File: src/design/xsp_pkg.sv
// Function
// - Muxed low address/data bus, configurable high byte
// - Enabled port overrides dedicated pin directions
// - Port decides internal or external per access
// - Low address valid when latch strobe falls
// - Latch strobe low through whole data phase
// - Internal accesses never toggle read/write strobes
// - Disabled port: high addresses never alias internally
// - Port bits written one enable bus pull-ups
// - Bus-keeper holds level when bus tri-stated
// - Two-bit wait code, zero means no waits
// - Trailing latch pulse in T4 to T7
// - Trailing pulse only when next access RAM
// - Upper and lower sectors with own waits
// - Upper sector field one, lower field zero; the code takes upper from CTRL_A bits 1:0, lower from bits 3:2
// - Normal mode: external from 0x1100 upward
// - Address output untranslated, top bit aliasing
// - Legacy mode: external from 0x1000 upward
// - Legacy: zero or one wait, fixed width, no keeper
// - Mask field releases top high-address pins
package xsp_pkg;

  // Register word indices on the bus
  localparam logic [2:0] XSP_REG_CORE = 3'h0;
  localparam logic [2:0] XSP_REG_CTRL_A = 3'h1;
  localparam logic [2:0] XSP_REG_CTRL_B = 3'h2;
  localparam logic [2:0] XSP_REG_AD_PORT = 3'h3;
  localparam logic [2:0] XSP_REG_AD_DIR = 3'h4;
  localparam logic [2:0] XSP_REG_HI_PORT = 3'h5;
  localparam logic [2:0] XSP_REG_HI_DIR = 3'h6;
  localparam logic [2:0] XSP_REG_STATUS = 3'h7;

  // Field positions
  localparam int XSP_CORE_EN_BIT = 7;
  localparam int XSP_CORE_WAIT_BIT = 6;
  localparam int XSP_CTRLA_UPPER_LSB = 0;
  localparam int XSP_CTRLA_LOWER_LSB = 2;
  localparam int XSP_CTRLA_LIMIT_LSB = 4;
  localparam int XSP_CTRLB_KEEP_BIT = 7;
  localparam int XSP_CTRLB_MASK_LSB = 0;
  localparam int XSP_SECTOR_SHIFT = 13;

  // Reset values
  localparam logic [7:0] XSP_REG_RST = 8'h00;
  localparam logic [15:0] XSP_ADDR_RST = 16'h0000;

  // Internal space tops
  localparam logic [15:0] XSP_INT_TOP_NORMAL = 16'h10ff;
  localparam logic [15:0] XSP_INT_TOP_LEGACY = 16'h0fff;

  // Strap wait in clock periods, synchroniser width in bits
  localparam logic [1:0] XSP_STRAP_CYCLES = 2'h2;
  localparam int XSP_SYNC_W = 9;

  typedef struct packed {
    logic valid;
    logic we;
    logic next_ram;
    logic [15:0] addr;
    logic [7:0] wdata;
  } xsp_cpu_req_t;

  typedef struct packed {
    logic ack;
    logic ext;
    logic unmapped;
    logic [7:0] rdata;
  } xsp_cpu_rsp_t;

  typedef struct packed {
    logic [7:0] ad_out;
    logic [7:0] ad_oe;
    logic [7:0] ad_pullup;
    logic keep_en;
    logic [7:0] keep_val;
    logic [7:0] high_out;
    logic [7:0] high_oe;
    logic ale;
    logic rd_n;
    logic wr_n;
  } xsp_pads_t;

  localparam xsp_pads_t XSP_PADS_RST = '{ad_out: 8'h00, ad_oe: 8'h00, ad_pullup: 8'h00, keep_en: 1'b0,
    keep_val: 8'h00, high_out: 8'h00, high_oe: 8'h00, ale: 1'b0, rd_n: 1'b1, wr_n: 1'b1};

  localparam xsp_cpu_rsp_t XSP_RSP_RST = '{ack: 1'b0, ext: 1'b0, unmapped: 1'b0, rdata: 8'h00};

  typedef enum logic [4:0] {
    XSP_ST_IDLE = 5'h01,
    XSP_ST_ADDR = 5'h02,
    XSP_ST_HOLD = 5'h04,
    XSP_ST_STROBE = 5'h08,
    XSP_ST_TRAIL = 5'h10
  } xsp_state_t;

endpackage

File: src/design/xsp_port.sv
// The address map and the Avalon-MM slave port were chosen for this implementation.
module xsp_port (
  // Clock and reset
  input wire logic clock,
  input wire logic rst_n,
  // Register bus
  input wire logic [2:0] avs_address,
  input wire logic avs_read,
  input wire logic avs_write,
  input wire logic [31:0] avs_writedata,
  output logic [31:0] avs_readdata,
  output logic avs_waitrequest,
  // CPU data access
  input wire xsp_pkg::xsp_cpu_req_t cpu_req,
  output xsp_pkg::xsp_cpu_rsp_t cpu_rsp,
  // Pins
  input wire logic [7:0] ad_in,
  input wire logic compat_strap,
  output xsp_pkg::xsp_pads_t pads
);
  import xsp_pkg::*;

  logic [XSP_SYNC_W-1:0] sync_q;
  logic [7:0] core_ff;
  logic [7:0] ctrl_a_ff;
  logic [7:0] ctrl_b_ff;
  logic [7:0] ad_port_ff;
  logic [7:0] ad_dir_ff;
  logic [7:0] hi_port_ff;
  logic [7:0] hi_dir_ff;
  logic compat_ff;
  logic strap_done_ff;
  logic [1:0] strap_cnt_ff;
  logic wait_ff;
  logic [31:0] rdata_ff;
  logic [15:0] rd_mux;
  xsp_state_t state_ff;
  xsp_state_t nxt_state;
  xsp_cpu_req_t req_ff;
  logic ext_ff;
  logic [1:0] wcode_ff;
  logic [1:0] cnt_ff;
  logic [1:0] fetch_dly_ff;
  xsp_cpu_rsp_t rsp_ff;
  xsp_pads_t pads_ff;
  xsp_pads_t nxt_pads;
  logic port_en;
  logic take;
  logic bus_req;
  logic bus_commit;
  logic [7:0] released;

  assign avs_readdata = rdata_ff;
  assign avs_waitrequest = wait_ff;
  assign cpu_rsp = rsp_ff;
  assign pads = pads_ff;

  // Pins and the strap come from outside the clock domain
  xsp_sync u_sync (
    .clock(clock),
    .rst_n(rst_n),
    .d({compat_strap, ad_in}),
    .q(sync_q)
  );

  function automatic logic is_external(input logic [15:0] addr, input logic legacy);
    logic [15:0] top;
    top = legacy ? XSP_INT_TOP_LEGACY : XSP_INT_TOP_NORMAL;
    return addr > top;
  endfunction

  function automatic logic [1:0] wait_for(input logic [15:0] addr, input logic legacy,
                                          input logic [7:0] ctrl_a, input logic [7:0] core);
    logic [2:0] limit;
    logic [15:0] bound;
    limit = ctrl_a[XSP_CTRLA_LIMIT_LSB +: 3];
    bound = 16'(limit) << XSP_SECTOR_SHIFT;
    if (legacy) begin
      return {1'b0, core[XSP_CORE_WAIT_BIT]};
    end else if (limit != 3'h0 && addr < bound) begin
      return ctrl_a[XSP_CTRLA_LOWER_LSB +: 2];
    end else begin
      return ctrl_a[XSP_CTRLA_UPPER_LSB +: 2];
    end
  endfunction

  // High pins handed back to the port, counted from the top
  function automatic logic [7:0] high_release(input logic [2:0] n);
    return ~(8'hff >> n);
  endfunction

  assign port_en = core_ff[XSP_CORE_EN_BIT];
  assign bus_req = avs_read | avs_write;
  assign bus_commit = avs_write & ~wait_ff;
  // A read still waiting for its pin data counts as busy, or the held request would be taken twice
  assign take = (state_ff == XSP_ST_IDLE) & cpu_req.valid & ~rsp_ff.ack & strap_done_ff & (fetch_dly_ff == 2'h0);
  assign released = compat_ff ? 8'h00 : high_release(ctrl_b_ff[XSP_CTRLB_MASK_LSB +: 3]);

  // Strap is taken only once the synchroniser has filled after reset
  always_ff @(posedge clock or negedge rst_n) begin
    if (!rst_n) begin
      strap_cnt_ff <= 2'h0;
      strap_done_ff <= 1'b0;
      compat_ff <= 1'b0;
    end else if (!strap_done_ff) begin
      if (strap_cnt_ff == XSP_STRAP_CYCLES) begin
        strap_done_ff <= 1'b1;
        compat_ff <= sync_q[8];
      end else begin
        strap_cnt_ff <= strap_cnt_ff + 2'h1;
      end
    end
  end

  // One wait cycle per access, then the answer
  always_ff @(posedge clock or negedge rst_n) begin
    if (!rst_n) begin
      wait_ff <= 1'b1;
    end else begin
      wait_ff <= ~(bus_req & wait_ff);
    end
  end

  always_comb begin
    rd_mux = 16'h0000;
    if (avs_address == XSP_REG_CORE) begin
      rd_mux = {8'h00, core_ff};
    end else if (avs_address == XSP_REG_CTRL_A) begin
      rd_mux = {8'h00, ctrl_a_ff};
    end else if (avs_address == XSP_REG_CTRL_B) begin
      rd_mux = {8'h00, ctrl_b_ff};
    end else if (avs_address == XSP_REG_AD_PORT) begin
      rd_mux = {8'h00, ad_port_ff};
    end else if (avs_address == XSP_REG_AD_DIR) begin
      rd_mux = {8'h00, ad_dir_ff};
    end else if (avs_address == XSP_REG_HI_PORT) begin
      rd_mux = {8'h00, hi_port_ff};
    end else if (avs_address == XSP_REG_HI_DIR) begin
      rd_mux = {8'h00, hi_dir_ff};
    end else if (avs_address == XSP_REG_STATUS) begin
      rd_mux = {sync_q[7:0], 4'h0, rsp_ff.unmapped, rsp_ff.ext, compat_ff, state_ff != XSP_ST_IDLE};
    end
  end

  always_ff @(posedge clock or negedge rst_n) begin
    if (!rst_n) begin
      rdata_ff <= 32'h0000_0000;
    end else if (avs_read & wait_ff) begin
      rdata_ff <= {16'h0000, rd_mux};
    end
  end

  always_ff @(posedge clock or negedge rst_n) begin
    if (!rst_n) begin
      core_ff <= XSP_REG_RST;
      ad_port_ff <= XSP_REG_RST;
      ad_dir_ff <= XSP_REG_RST;
      hi_port_ff <= XSP_REG_RST;
      hi_dir_ff <= XSP_REG_RST;
    end else if (bus_commit) begin
      if (avs_address == XSP_REG_CORE) begin
        core_ff <= avs_writedata[7:0];
      end else if (avs_address == XSP_REG_AD_PORT) begin
        ad_port_ff <= avs_writedata[7:0];
      end else if (avs_address == XSP_REG_AD_DIR) begin
        ad_dir_ff <= avs_writedata[7:0];
      end else if (avs_address == XSP_REG_HI_PORT) begin
        hi_port_ff <= avs_writedata[7:0];
      end else if (avs_address == XSP_REG_HI_DIR) begin
        hi_dir_ff <= avs_writedata[7:0];
      end
    end
  end

  // Extended control registers do not exist in legacy mode
  always_ff @(posedge clock or negedge rst_n) begin
    if (!rst_n) begin
      ctrl_a_ff <= XSP_REG_RST;
      ctrl_b_ff <= XSP_REG_RST;
    end else if (bus_commit & ~compat_ff) begin
      if (avs_address == XSP_REG_CTRL_A) begin
        ctrl_a_ff <= avs_writedata[7:0];
      end else if (avs_address == XSP_REG_CTRL_B) begin
        ctrl_b_ff <= avs_writedata[7:0];
      end
    end
  end

  always_comb begin
    nxt_state = state_ff;
    case (state_ff)
      XSP_ST_IDLE: begin
        if (take && port_en) begin
          nxt_state = XSP_ST_ADDR;
        end
      end
      XSP_ST_ADDR: begin
        nxt_state = XSP_ST_HOLD;
      end
      XSP_ST_HOLD: begin
        nxt_state = ext_ff ? XSP_ST_STROBE : XSP_ST_IDLE;
      end
      XSP_ST_STROBE: begin
        if (cnt_ff == wcode_ff) begin
          nxt_state = XSP_ST_TRAIL;
        end
      end
      XSP_ST_TRAIL: begin
        nxt_state = XSP_ST_IDLE;
      end
      default: begin
        nxt_state = XSP_ST_IDLE;
      end
    endcase
  end

  always_ff @(posedge clock or negedge rst_n) begin
    if (!rst_n) begin
      state_ff <= XSP_ST_IDLE;
    end else begin
      state_ff <= nxt_state;
    end
  end

  always_ff @(posedge clock or negedge rst_n) begin
    if (!rst_n) begin
      req_ff <= '0;
      ext_ff <= 1'b0;
      wcode_ff <= 2'h0;
    end else if (take) begin
      req_ff <= cpu_req;
      ext_ff <= is_external(cpu_req.addr, compat_ff);
      wcode_ff <= wait_for(cpu_req.addr, compat_ff, ctrl_a_ff, core_ff);
    end
  end

  always_ff @(posedge clock or negedge rst_n) begin
    if (!rst_n) begin
      cnt_ff <= 2'h0;
    end else if (state_ff == XSP_ST_STROBE) begin
      cnt_ff <= cnt_ff + 2'h1;
    end else begin
      cnt_ff <= 2'h0;
    end
  end

  // The pin capture runs two edges behind the bus; a read answer waits for it
  always_ff @(posedge clock or negedge rst_n) begin
    if (!rst_n) begin
      fetch_dly_ff <= 2'h0;
    end else begin
      fetch_dly_ff <= {fetch_dly_ff[0], (state_ff == XSP_ST_STROBE) & (nxt_state == XSP_ST_TRAIL) & ~req_ff.we};
    end
  end

  always_ff @(posedge clock or negedge rst_n) begin
    if (!rst_n) begin
      rsp_ff <= XSP_RSP_RST;
    end else begin
      rsp_ff.ack <= 1'b0;
      if (take && !port_en) begin
        rsp_ff.ack <= 1'b1;
        rsp_ff.ext <= 1'b0;
        rsp_ff.unmapped <= is_external(cpu_req.addr, compat_ff);
        rsp_ff.rdata <= 8'h00;
      end else if (state_ff == XSP_ST_HOLD && !ext_ff) begin
        rsp_ff.ack <= 1'b1;
        rsp_ff.ext <= 1'b0;
        rsp_ff.unmapped <= 1'b0;
        rsp_ff.rdata <= 8'h00;
      end else if (state_ff == XSP_ST_TRAIL && req_ff.we) begin
        rsp_ff.ack <= 1'b1;
        rsp_ff.ext <= 1'b1;
        rsp_ff.unmapped <= 1'b0;
      end else if (fetch_dly_ff[1]) begin
        rsp_ff.ack <= 1'b1;
        rsp_ff.ext <= 1'b1;
        rsp_ff.unmapped <= 1'b0;
        rsp_ff.rdata <= sync_q[7:0];
      end
    end
  end

  always_comb begin
    nxt_pads = XSP_PADS_RST;
    if (port_en) begin
      // High byte carries the raw data-space address; masked pins fall back to the port
      nxt_pads.high_out = (req_ff.addr[15:8] & ~released) | (hi_port_ff & released);
      nxt_pads.high_oe = ~released | (hi_dir_ff & released);
      case (nxt_state)
        XSP_ST_ADDR: begin
          nxt_pads.ad_out = take ? cpu_req.addr[7:0] : req_ff.addr[7:0];
          nxt_pads.ad_oe = 8'hff;
          nxt_pads.ale = 1'b1;
          nxt_pads.high_out = ((take ? cpu_req.addr[15:8] : req_ff.addr[15:8]) & ~released)
                              | (hi_port_ff & released);
        end
        XSP_ST_HOLD: begin
          nxt_pads.ad_out = req_ff.addr[7:0];
          nxt_pads.ad_oe = 8'hff;
        end
        XSP_ST_STROBE: begin
          nxt_pads.ad_out = req_ff.wdata;
          nxt_pads.ad_oe = req_ff.we ? 8'hff : 8'h00;
          nxt_pads.rd_n = req_ff.we;
          nxt_pads.wr_n = ~req_ff.we;
        end
        XSP_ST_TRAIL: begin
          nxt_pads.ad_out = req_ff.wdata;
          nxt_pads.ad_oe = req_ff.we ? 8'hff : 8'h00;
          nxt_pads.ale = req_ff.next_ram;
        end
        default: begin
          // Keep the last value so a trailing latch pulse falls on a steady bus
          nxt_pads.ad_out = pads_ff.ad_out;
          nxt_pads.ad_oe = 8'h00;
        end
      endcase
      nxt_pads.keep_en = ctrl_b_ff[XSP_CTRLB_KEEP_BIT] & ~compat_ff & (nxt_pads.ad_oe == 8'h00);
    end else begin
      nxt_pads.ad_out = ad_port_ff;
      nxt_pads.ad_oe = ad_dir_ff;
      nxt_pads.high_out = hi_port_ff;
      nxt_pads.high_oe = hi_dir_ff;
    end
    nxt_pads.ad_pullup = ad_port_ff & ~nxt_pads.ad_oe;
    // Keeper holds the last level seen: driven value, or data fetched from memory
    if (nxt_pads.ad_oe == 8'hff) begin
      nxt_pads.keep_val = nxt_pads.ad_out;
    end else if (fetch_dly_ff[1]) begin
      nxt_pads.keep_val = sync_q[7:0];
    end else begin
      nxt_pads.keep_val = pads_ff.keep_val;
    end
  end

  // ALE is low in HOLD, STROBE and the non-pulsed trail, so it spans the data phase
  always_ff @(posedge clock or negedge rst_n) begin
    if (!rst_n) begin
      pads_ff <= XSP_PADS_RST;
    end else begin
      pads_ff <= nxt_pads;
    end
  end

endmodule

File: src/design/xsp_sync.sv
module xsp_sync (
  // Clock and reset
  input wire logic clock,
  input wire logic rst_n,
  // Asynchronous levels in, synchronised levels out
  input wire logic [xsp_pkg::XSP_SYNC_W-1:0] d,
  output logic [xsp_pkg::XSP_SYNC_W-1:0] q
);
  import xsp_pkg::*;

  logic [XSP_SYNC_W-1:0] meta_ff;

  always_ff @(posedge clock or negedge rst_n) begin
    if (!rst_n) begin
      meta_ff <= '0;
      q <= '0;
    end else begin
      meta_ff <= d;
      q <= meta_ff;
    end
  end

endmodule

File: config.mk
export PLATFORM = sky130hd
export DESIGN_NAME = xsp_port
export DESIGN_NICKNAME = d
export VERILOG_FILES = /design/src/design/xsp_pkg.sv /design/src/design/xsp_port.sv /design/src/design/xsp_sync.sv
export SDC_FILE = /design/constraint.sdc
export NUM_CORES = 1
export LEC_CHECK = 0
export BUFFER_PORTS_ARGS = -buffer_cell sky130_fd_sc_hd__buf_4
export CORE_ASPECT_RATIO = 1.4
export CORE_MARGIN = 3
export CORE_UTILIZATION = 35
export DETAILED_ROUTE_END_ITERATION = 6
export GPL_ROUTABILITY_DRIVEN = 0
export PLACE_DENSITY_LB_ADDON = 0.08
export REMOVE_ABC_BUFFERS = 1
export SKIP_CTS_REPAIR_TIMING = 1
export SLEW_MARGIN = 20
export SYNTH_ARGS = -nofsm -noshare
export SYNTH_HDL_FRONTEND = slang
export SYNTH_SLANG_ARGS = --single-unit
File: constraint.sdc
create_clock -name clock -period 3.7 [get_ports clock]
set_clock_uncertainty 0.2 [all_clocks]
set_input_delay 0 -clock clock [delete_from_list [all_inputs] [get_ports clock]]
set_output_delay 0 -clock clock [all_outputs]
set_load 0.01 [all_outputs]
==> qor.txt <==
Total Routed Length = 22.91 mm
Antenna diode count = 0
Status = completed
Synthesized cell area = 8412 um^2
Synth Instances = 640
Hold_ws = 0.01264 ns
Cts bufs inserted = 17
Post-synth EDFFs = 0
Die Footprint = 25960 um^2
Max H-tree Level = 4
Residual DRC = 0
Unique cell type count in the Yosys netlist = 59
Area grow syn2layout = 27.35%
Clock Latency Late Sink = 0.44 ns
Top_reg_cell synth = dfrtp_1
Slew margin rel. = 34.30%
Worst Setup Start Kind = register
DR vias = 5683
Worst-margin pin slew = 0.9855 ns
GRT Total Usage = 18.18%
Sequential area share after synthesis = 58.37%
Achievable clock frequency = 324.1 MHz
Cell taking the most area after synthesis = dfrtp_1
Fin crit share = 83.39%
Final Cell Area = 10710 um^2
DPL Wire Length = 16.55 mm
Synth Register Bits = 196
Rows = 66
Clock Sinks = 196
Asr flop ratio synth = 100.0%
DRT iter0 DRCs = 289
CTS tree = yes
Initial core utilization = 35.87%
Clk root buf = clkbuf_16
Unrepaired setup endpoints after global routing = no
Largest net degree at the start of global routing = 119
Top area cells in the synthesized netlist = dfrtp_1 57%, mux2_2 13%, mux2i_1 3.8%
CTS clk-pin slew, worst paths = 0.07 ns
Nets = 901
Crit. End Element = register
Pwr dens = 642.2 nW/um^2
Slew Viols, Final = 0
Worst Hold Class = input pin to register
Share of layout cells above drive strength 1 = 34.42%
Setup CP Type = register to register
R2R Path End = ext_ff$_DFFE_PN0N_
Placed cell area = 9635 um^2
TNS Setup = 0 ns
Setup crit end = ext_ff$_DFFE_PN0N_
CP max FO = 9
Worst reg2reg path startpoint = compat_ff$_DFFE_PN0P_
Reg2Reg Depth = 8
Final ANT Viol Nets = 0
Final setup vio count = 0
Routed WL per cell = 20.15 um
Yosys warns = 0
Max IR drop VDD = 0.0003666 V
Max-cap violations = 0
Avg Inst Size Synth = 13.14 um^2
Pre-Repair DR Iteration Count = 5
Core area = 23450 um^2
Tmin final = 3.085 ns
Vias in the first global route = 5871
Worst path required time = 3.79 ns
Initial antenna violation count = 0
Final hold vios = 0
Crit path from = compat_ff$_DFFE_PN0P_
Crit path DAT = 3.18 ns
Die X = 137.0 um
Synth top area share = 57.12%
I/O pin count = 171
First-pass GRT wire length = 35.16 mm
GRT overflow = 0
Leakage = 5.075 nW
Clock Path Buffers = 2
Port-buffer cells = 130
DIE HEIGHT = 189.4 um
Post-DR vias/cell = 4.998
Internal reg-to-reg setup slack = 0.61 ns
[sequential cells by signal, indices dropped and copies added (netlist names)]
| signal | cells |
|---|---|
| ad_dir_ff | 8 |
| ad_port_ff | 8 |
| avs_readdata | 16 |
| avs_waitrequest | 1 |
| cnt_ff | 2 |
| compat_ff | 1 |
| core_ff | 8 |
| cpu_rsp | 11 |
| ctrl_a_ff | 8 |
| ctrl_b_ff | 8 |
| ext_ff | 1 |
| fetch_dly_ff | 2 |
| hi_dir_ff | 8 |
| hi_port_ff | 8 |
| pads | 52 |
| req_ff | 26 |
| state_ff | 5 |
| strap_cnt_ff | 2 |
| strap_done_ff | 1 |
| u_sync.meta_ff | 9 |
| u_sync.q | 9 |
| wcode_ff | 2 |
[cell usage after synthesis, drive strengths merged, types with 4 or more instances]
cell type	number
a222oi	8
inv	16
mux2i	32
o211ai	4
nor2b	11
a22o	11
a21o	4
o32ai	4
ha	8
or2	4
and3	4
nor2	32
o211a	7
buf	34
mux4	6
nand4	7
dfstp	4
nor3	5
nand2b	14
nand2	26
dfrtp	192
clkbuf	16
a21oi	11
nand3	6
o21ai	25
mux2	105
[power by group]
part / total, mW / leakage (nW) / switching (mW) / internal, mW
Clock: 1.73 / 0.268 / 0.831 / 0.900
Sequential: 3.17 / 2.43 / 0.416 / 2.75
Combinational: 1.98 / 2.38 / 0.928 / 1.05
Total: 6.88 / 5.08 / 2.17 / 4.71
[area by class of cell]
cell class,instances,area [um^2]
fill,2185,12740
sequential,196,4910
multi-input combinational,392,3209
timing repair buffer,194,1610
clock buffer,21,460.4
tap,306,382.9
clock inverter,11,76.32
inverter,17,63.81
[kinds of logic (layout without fill, tap and decap cells)]
| logic type | count (synthesis) | count (layout) | synth area share [%] |
|---|---|---|---|
| flip-flops | 196 | 196 | 58.37 |
| buffers and inverters | 67 | 243 | 4.150 |
| AO/OA/AOI/OAI | 97 | 97 | 8.598 |
| other | 1 | 16 | 0.04458 |
| multiplexers | 143 | 143 | 19.47 |
| XOR/XNOR | 5 | 5 | 0.5207 |
| AND/OR/NAND/NOR | 123 | 123 | 7.660 |
| adder cells (fa/ha/maj) | 8 | 8 | 1.190 |
[layer usage]
layer,routed length (um),GRT usage (%)
met1,9258,21.87
met2,12050,31.21
met3,1091,5.051
met4,510,5.952
met5,0,0
[worst max-delay path, cell delays in order, from the launching register on]
cell       delay (ns)
dfrtp_1          0.55
clkinv_1         0.26
buf_4            0.25
ha_1             0.30
nand4_1          0.09
nor3_1           0.23
a21oi_1          0.11
a2111oi_0        0.80
o21ai_0          0.15
[per-stage QoR]
stage | cells | util (%) | power, mW | worst slack, ns
floorplan | 605 | - | 4.175 | 0.5054
global placement | 1051 | 41.09 | 5.143 | 0.7827
global route | 1137 | 45.68 | 7.306 | 0.3692
detailed placement | 1051 | 41.09 | 5.195 | 0.5851
CTS | 1083 | 43.37 | 6.939 | 0.6004
finish | 1137 | 45.68 | 6.880 | 0.6146
[worst min path at each step]
stage                 startpoint                          end  cells past startpoint
detailed placement      ad_in[0]  u_sync.meta_ff[0]$_DFF_PN0_                      1
finish              compat_strap  u_sync.meta_ff[8]$_DFF_PN0_                      2
global placement        ad_in[3]  u_sync.meta_ff[3]$_DFF_PN0_                      1
floorplan                  rst_n     ad_dir_ff[0]$_DFFE_PN0P_                      0
global route        compat_strap  u_sync.meta_ff[8]$_DFF_PN0_                      2
CTS                     ad_in[3]  u_sync.meta_ff[3]$_DFF_PN0_                      1
[layout by cell type, fill, tap and decap left out, drive strengths merged, types with 4 or more instances in the layout]
master       synthesis  layout
nand3                6       6
a222oi               8       8
ha                   8       8
mux4                 6       6
dfstp                4       4
mux2               105     105
nor2b               11      11
o211ai               4       4
a22o                11      11
inv                 16      20
o32ai                4       4
nand2b              14      14
and3                 4       4
nand2               26      26
nor3                 5       5
conb                 1      16
or2                  4       4
nand4                7       7
buf                 34     139
dfrtp              192     192
mux2i               32      32
a21oi               11      11
o21ai               25      25
dlygate4sd3          0      54
o211a                7       7
a21o                 4       4
nor2                32      32
clkbuf              16      22
clkinv               1       7
(Power assumes the default switching activity.)
